===== config.mk =====
export PLATFORM = sky130hd
export DESIGN_NAME = wpu_top
export DESIGN_NICKNAME = d
export VERILOG_FILES = /design/src/wpu_pkg.sv /design/src/wpu_seg_if.sv /design/src/wpu_seg_check.sv /design/src/wpu_top.sv
export SDC_FILE = /design/constraint.sdc
export NUM_CORES = 1
export LEC_CHECK = 0
export ABC_CLOCK_PERIOD_IN_PS = 5100
export BUFFER_PORTS_ARGS = -buffer_cell sky130_fd_sc_hd__clkbuf_2
export CORE_MARGIN = 1
export CORE_UTILIZATION = 40
export CTS_BUF_LIST = sky130_fd_sc_hd__clkbuf_4 sky130_fd_sc_hd__clkbuf_8
export CTS_CLUSTER_SIZE = 14
export DETAILED_ROUTE_END_ITERATION = 12
export PLACE_DENSITY = 0.6
export SKIP_CTS_REPAIR_TIMING = 1
export SKIP_LAST_GASP = 1
export SYNTH_ARGS = -nofsm -noshare
export SYNTH_HDL_FRONTEND = slang
export SYNTH_HIERARCHICAL = 1
export SYNTH_SLANG_ARGS = --single-unit

===== constraint.sdc =====
create_clock -name pclk -period 5.1 [get_ports pclk]
set_input_delay 0.51 -clock pclk [delete_from_list [all_inputs] [get_ports pclk]]
set_output_delay 0.51 -clock pclk [all_outputs]
set_load 0.05 [all_outputs]

===== src/wpu_pkg.sv =====
// Purpose: constants and types shared by the write protect unit files.
// Assumes: 32-bit APB data, one register per aligned word, byte address = 4 * index.
// Notes: register indices are kept as printed; reserved bits read as zero.
package wpu_pkg;
    // core-side address layout
    localparam int ADDR_W = 20;
    localparam int BLK_MSB = 19;
    localparam int BLK_LSB = 16;
    localparam int SUB_MSB = 15;
    localparam int SUB_LSB = 12;
    localparam int SUB_W = 16;
    // apb side
    localparam int PADDR_W = 14;
    localparam int IDX_W = 12;
    localparam int NSEG = 2;
    // register indices (byte address is the index times four)
    localparam logic [IDX_W-1:0] IDX_SCOPE = 12'h440;
    localparam logic [IDX_W-1:0] IDX_LOWER = 12'h460;
    localparam logic [IDX_W-1:0] IDX_UPPER = 12'h461;
    localparam logic [IDX_W-1:0] IDX_SEG_SEL [NSEG] = '{12'h480, 12'h484};
    localparam logic [IDX_W-1:0] IDX_SEG_LO [NSEG] = '{12'h481, 12'h485};
    localparam logic [IDX_W-1:0] IDX_SEG_HI [NSEG] = '{12'h482, 12'h486};
    localparam logic [IDX_W-1:0] IDX_STATUS = 12'h490;
    // field positions and reset values
    localparam int SCOPE_BIT = 0;
    localparam int STAT_VALID_BIT = 31;
    localparam logic [7:0] RST_BYTE = 8'h00;
    localparam logic [3:0] RST_SEL = 4'h0;
    localparam logic [1:0] IRQ_PRIO = 2'h3;
    // apb answer state
    typedef enum logic [1:0] {
        WPU_IDLE = 2'b01,
        WPU_ACK = 2'b10
    } wpu_apb_st_t;
endpackage


===== src/wpu_seg_if.sv =====
// Purpose: carries one segment's settings and the core address to its checker.
// Assumes: the checker is purely combinational.
// Notes: sub holds the upper enables in 15:8 and the lower ones in 7:0.
`timescale 1ns/100ps
interface wpu_seg_if;
    logic [3:0] sel;
    logic [wpu_pkg::SUB_W-1:0] sub;
    logic [wpu_pkg::ADDR_W-1:0] addr;
    logic hit;
    logic prot;
    modport cfg (output sel, sub, addr, input hit, prot);
    modport chk (input sel, sub, addr, output hit, prot);
endinterface


===== src/wpu_seg_check.sv =====
// Purpose: decides whether an address falls in a protected 4 KB piece of one segment.
// Assumes: sel already stripped of its reserved bits.
// Notes: no state; the top gates the result with the scope setting.
`timescale 1ns/100ps
module wpu_seg_check
(
    // segment settings and address
    wpu_seg_if.chk port
);
    import wpu_pkg::*;

    // segment match on the 64 KB block number
    assign port.hit = (port.sel == port.addr[BLK_MSB:BLK_LSB]);
    // 4 KB enable picked by address bits 15:12
    assign port.prot = port.hit & port.sub[port.addr[SUB_MSB:SUB_LSB]];
endmodule


===== src/wpu_top.sv =====
// Purpose: write protect unit watching core writes on a 20-bit physical bus.
// Assumes: core signals synchronous to pclk; APB slave with one wait-free access phase.
// Notes: protected writes are dropped combinationally and flagged one cycle later while ce is high.
// Summary of operation
// upper register bit n guards 64 KB block n+8
// cleared upper bit gives no block guard there
// each segment matches its 4-bit select against address bits 19:16
// matched segment guarded per 4 KB by lower and upper enable registers
// software writes zeros to select bits 7:4
// segment lower bit n guards 4 KB piece n of the segment
// cleared lower bit gives no 4 KB guard there
// lower register bit n guards 64 KB block n
// scope bit zero guards user mode only, one guards both modes
// a blocked write raises a priority 3 interrupt request
// block or segment guard plus scope blocks the write
//
// The APB register port was decided locally.
`timescale 1ns/100ps
module wpu_top
(
    // clock, reset, enable
    input wire logic pclk,
    input wire logic presetn,
    input wire logic ce,
    // apb slave
    input wire logic psel,
    input wire logic penable,
    input wire logic pwrite,
    input wire logic [wpu_pkg::PADDR_W-1:0] paddr,
    input wire logic [31:0] pwdata,
    output logic [31:0] prdata,
    output logic pready,
    output logic pslverr,
    // core write path
    input wire logic [wpu_pkg::ADDR_W-1:0] cpu_addr,
    input wire logic cpu_we,
    input wire logic cpu_user_mode,
    output logic mem_we,
    // interrupt request
    output logic wp_irq_req,
    output logic [1:0] wp_irq_prio
);
    import wpu_pkg::*;

    function automatic logic is_reg(input logic [PADDR_W-1:0] a, input logic [IDX_W-1:0] idx);
        return a == {idx, 2'b00};
    endfunction

    logic scope_q, scope_d;
    logic [7:0] lower_q, lower_d, upper_q, upper_d;
    logic [3:0] seg_sel_q [NSEG];
    logic [3:0] seg_sel_d [NSEG];
    logic [7:0] seg_lo_q [NSEG];
    logic [7:0] seg_lo_d [NSEG];
    logic [7:0] seg_hi_q [NSEG];
    logic [7:0] seg_hi_d [NSEG];
    logic [SUB_W-1:0] seg_sub [NSEG];
    logic viol_valid_q, viol_valid_d;
    logic [ADDR_W-1:0] viol_addr_q, viol_addr_d;
    logic irq_q, irq_d;
    logic [31:0] prdata_q, prdata_d, rd;
    logic mapped;
    wpu_apb_st_t st_q, st_d;
    logic [NSEG-1:0] seg_prot;
    logic [15:0] blk_en;
    logic blk_prot, scope_ok, viol, wr_en;

    // one checker per segment
    genvar s;
    generate
        for (s = 0; s < NSEG; s++)
        begin : g_seg
            wpu_seg_if sif ();
            assign seg_sub[s] = {seg_hi_q[s], seg_lo_q[s]};
            assign sif.sel = seg_sel_q[s];
            assign sif.sub = seg_sub[s];
            assign sif.addr = cpu_addr;
            // segment 4 KB guard
            assign seg_prot[s] = sif.prot;
            wpu_seg_check u_chk (.port(sif.chk));
        end
    endgenerate

    // 64 KB guard, lower register below upper
    assign blk_en = {upper_q, lower_q};
    assign blk_prot = blk_en[cpu_addr[BLK_MSB:BLK_LSB]];
    // scope: user writes always checked, system ones only if bit set
    assign scope_ok = scope_q | cpu_user_mode;
    // protected write is dropped
    assign viol = cpu_we & scope_ok & (blk_prot | (|seg_prot));
    assign mem_we = cpu_we & ~viol;

    // apb handshake; pready gated by ce so a frozen block never completes
    assign wr_en = pready & pwrite;
    assign pready = psel & penable & ce & (st_q == WPU_ACK);
    assign pslverr = pready & ~mapped;
    assign prdata = prdata_q;
    assign wp_irq_req = irq_q;
    assign wp_irq_prio = IRQ_PRIO; // fixed level

    // read mux and map decode
    always_comb
    begin
        rd = '0;
        mapped = 1'b0;
        if (is_reg(paddr, IDX_SCOPE))
        begin
            rd[SCOPE_BIT] = scope_q;
            mapped = 1'b1;
        end
        if (is_reg(paddr, IDX_LOWER))
        begin
            rd[7:0] = lower_q;
            mapped = 1'b1;
        end
        if (is_reg(paddr, IDX_UPPER))
        begin
            rd[7:0] = upper_q;
            mapped = 1'b1;
        end
        for (int i = 0; i < NSEG; i++)
        begin
            if (is_reg(paddr, IDX_SEG_SEL[i]))
            begin
                rd[3:0] = seg_sel_q[i]; // reserved 7:4 read zero
                mapped = 1'b1;
            end
            if (is_reg(paddr, IDX_SEG_LO[i]))
            begin
                rd[7:0] = seg_lo_q[i];
                mapped = 1'b1;
            end
            if (is_reg(paddr, IDX_SEG_HI[i]))
            begin
                rd[7:0] = seg_hi_q[i];
                mapped = 1'b1;
            end
        end
        if (is_reg(paddr, IDX_STATUS))
        begin
            rd[STAT_VALID_BIT] = viol_valid_q;
            rd[ADDR_W-1:0] = viol_addr_q;
            mapped = 1'b1;
        end
    end

    // next state of registers, status and bus answer
    always_comb
    begin
        scope_d = scope_q;
        lower_d = lower_q;
        upper_d = upper_q;
        seg_sel_d = seg_sel_q;
        seg_lo_d = seg_lo_q;
        seg_hi_d = seg_hi_q;
        viol_valid_d = viol_valid_q;
        viol_addr_d = viol_addr_q;
        prdata_d = prdata_q;
        st_d = st_q;
        if (wr_en)
        begin
            if (is_reg(paddr, IDX_SCOPE))
                scope_d = pwdata[SCOPE_BIT];
            if (is_reg(paddr, IDX_LOWER))
                lower_d = pwdata[7:0];
            if (is_reg(paddr, IDX_UPPER))
                upper_d = pwdata[7:0];
            for (int i = 0; i < NSEG; i++)
            begin
                // reserved select bits are not stored
                if (is_reg(paddr, IDX_SEG_SEL[i]))
                    seg_sel_d[i] = pwdata[3:0];
                if (is_reg(paddr, IDX_SEG_LO[i]))
                    seg_lo_d[i] = pwdata[7:0];
                if (is_reg(paddr, IDX_SEG_HI[i]))
                    seg_hi_d[i] = pwdata[7:0];
            end
            if (is_reg(paddr, IDX_STATUS))
                viol_valid_d = 1'b0;
        end
        // a new violation beats a clear in the same cycle
        if (viol)
        begin
            viol_valid_d = 1'b1;
            viol_addr_d = cpu_addr;
        end
        // one request pulse per blocked write cycle
        irq_d = viol;
        unique case (st_q)
            WPU_IDLE:
            begin
                if (psel)
                begin
                    prdata_d = rd; // data sampled early so prdata is a flop
                    st_d = WPU_ACK;
                end
            end
            WPU_ACK:
                st_d = WPU_IDLE;
        endcase
    end

    // register stage, frozen while ce is low
    always_ff @(posedge pclk or negedge presetn)
    begin
        if (!presetn)
        begin
            scope_q <= 1'b0;
            lower_q <= RST_BYTE;
            upper_q <= RST_BYTE;
            for (int i = 0; i < NSEG; i++)
            begin
                seg_sel_q[i] <= RST_SEL;
                seg_lo_q[i] <= RST_BYTE;
                seg_hi_q[i] <= RST_BYTE;
            end
            viol_valid_q <= 1'b0;
            viol_addr_q <= '0;
            irq_q <= 1'b0;
            prdata_q <= '0;
            st_q <= WPU_IDLE;
        end
        else if (ce)
        begin
            scope_q <= scope_d;
            lower_q <= lower_d;
            upper_q <= upper_d;
            seg_sel_q <= seg_sel_d;
            seg_lo_q <= seg_lo_d;
            seg_hi_q <= seg_hi_d;
            viol_valid_q <= viol_valid_d;
            viol_addr_q <= viol_addr_d;
            irq_q <= irq_d;
            prdata_q <= prdata_d;
            st_q <= st_d;
        end
    end
endmodule


==> results.ini <==
[outcome]
status = finished, final reports clean

[timing]
drv_slew = 0
fin_tns_setup_ns = 0
fin_skew_ns = 0.0164
period_share = 0.652
worstMarginPinSlew_ns = 1.01
min_period_ns = 3.33
setup_viol = 0
worst_hold_slack_ns = 0.203
rsz0062_at_grt = no
fmax_ghz = 0.301
relSlewSlack = 0.327
hold_viol_final = 0

[route]
wl_met3_um = 988
route.detailed.drc = 0
wl_per_cell_um = 20.4
vias = 4193
wirelength_um = 14700
drt_iter0_markers = 330
route.antenna.remaining_nets = 0
vias_per_cell = 5.83
firstDrtPassIters = 5
wl_met2_um = 6230
met1_length_um = 7120
top_layer_used = met4

[synthesis]
synthesis.area_mm2 = 0.00552
ys_seq_area_frac = 0.462
synth-seq-cells = 102
ys_types = 62
syn_inst = 480
synth_top_flop_cell = dfrtp_1
avgSynthCellArea_um2 = 11.5
ys_async_sr_fraction = 1.00
yosys_warnings = 6
synth-edff-count = 0

[place]
dp_hpwl_um = 10800
place_inst = 703
gp_congestion = 0.936
port_buffers = 74

[worst_setup_path]
critPathKind = primary input to output pin
end_kind = output pin
startpoint_type = primary input
crit_arrival_ns = 2.82
worstPathMaxFanout = 15
cp_data_required_time_ns = 4.59

[floorplanning]
num_rows = 42
initial_core_util = 0.414
top_level_ports = 112
die_y_um = 120
die-width_um = 120
die_area_mm2 = 0.0143
core-area_mm2 = 0.0133

[clock_tree]
clock_path_buffers = 2
clockRootBuffer = clkbuf_8
cts_buffers = 9
cts_num_sinks = 102
clk_latency_ns = 0.38
cts_max_level = 3
clkSlewWorstSetupHoldPaths_ns = 0.10
cts_tree = built

[hold_path]
hp-class = primary input to asynchronous set/reset pin

[job]
cap_violations = 0

[grt]
antenna_found_initial = 0
grt_pass1_vias = 4049
grt_max_degree = 64
grt-ovfl-total = 0
grt_pass1_wl_um = 23300
grt_usage = 0.213

[finish]
instances_no_fill = 719
drive_gt1_frac = 0.276
final_core_util = 0.458
diodes = 0
syn_to_final_growth_pct = 10.8
layout_common_cells = 101 x dfrtp_1, 73 x clkbuf_2, 46 x mux2_1
nets = 612
final_common_cell = dfrtp_1

[pwr]
irDropWorstVdd_mv = 0.125
leakagePower_nw = 2.81
power_density_mw_per_mm2 = 265

==> metrics by stage <==
stage / cell area (um^2) / total power [mW] / worst slack (ns)
2_1_floorplan: 5560 / 1.06 / 0.594
3_3_place_gp: 5930 / 1.13 / 1.55
3_5_place_dp: 5930 / 1.14 / 1.51
4_1_cts: 6120 / 1.64 / 1.76
5_1_grt: 6120 / 1.69 / 1.66
6_report: 6120 / 1.62 / 1.77
==> path summary, 6_finish.rpt <==
path	slack [ns]	to	startpoint	cells after the start
min reg2reg	0.49	wp_irq_req	wp_irq_req	1
max	1.77	mem_we	cpu_addr[12]	9
min in group pclk	0.34	viol_addr_q[8]	cpu_addr[8]	2
max in group asynchronous	3.86	g_seg[0].sif.sel[0]	presetn	2
min	0.20	viol_addr_q[2]	presetn	1
max reg2reg	2.14	viol_addr_q[1]	g_seg[1].sif.sub[15]	8
==> where the power goes <==
part           internal (mW)  leakage (nW)  switching (mW)
clock                  0.192        0.0899           0.302
sequential             0.864          1.38          0.0331
combinational         0.0745          1.34           0.155
total                   1.13          2.81           0.490
==> layer usage <==
layer  track usage  up-vias
li1              -     1906
met1         0.324     2066
met2         0.303      195
met3        0.0428       26
met4        0.0664        0
met5             0        -
==> cell usage after synthesis, types with 4 or more instances <==
cell type	n	area, um^2
nand2b_1	7	43.8
o21ai_0	9	45.0
a2111oi_0	4	35.0
o21ai_1	15	75.1
nor2b_1	6	37.5
nor3_1	14	70.1
a221oi_1	4	35.0
mux2_2	33	372
nand2_1	37	139
nand3_1	11	55.1
inv_1	5	18.8
and3_1	9	56.3
a22oi_1	7	52.6
o221ai_1	4	35.0
mux2_1	46	518
nor4_1	6	37.5
dfrtp_1	101	2530
nor2_1	12	45.0
buf_2	7	35.0
xor2_1	8	70.1
o22ai_1	5	31.3
a221o_1	4	40.0
mux4_2	8	180
mux2i_1	6	60.1
a21oi_1	15	75.1
nor4b_1	5	43.8
a2bb2oi_1	8	70.1
clkbuf_1	14	52.6
buf_4	16	120
==> state kept, by name, summed over array words and instances, names as in the netlist <==
name and count:
prdata 21, scope_q 1, wp_irq_req 1, g_seg.sif.sub 32, viol_valid_q 1, lower_q 8, st_q 2, upper_q 8
viol_addr_q 20, g_seg.sif.sel 8
==> area by class of cell <==
type,count,area (um^2)
clock buffer,10,131
clock inverter,6,55.1
fill,1268,7230
inverter,5,18.8
multi-input combinational,344,2750
sequential,102,2550
tap,176,220
timing repair buffer,76,388
==> cells by family (layout without fill, tap and decap cells) <==
family                 after synthesis  in the layout  share of synthesized area
other                                2             13                    0.00136
buffers and inverters               45             97                     0.0471
flip-flops                         102            102                      0.462
AO/OA/AOI/OAI                       93             93                      0.120
XOR/XNOR                             9              9                     0.0143
multiplexers                        93             93                      0.205
AND/OR/NAND/NOR                    136            136                      0.150
==> critical path, cell delays in order <==
cell and delay, ns:
clkbuf_2 0.39, mux4_2 0.58, a2bb2oi_1 0.16, o311a_1 0.14, o21a_1 0.22, nor3_1 0.17
a21oi_1 0.12, a21boi_0 0.22, clkbuf_2 0.31
Note: power is estimated with default switching activity, not from simulation.
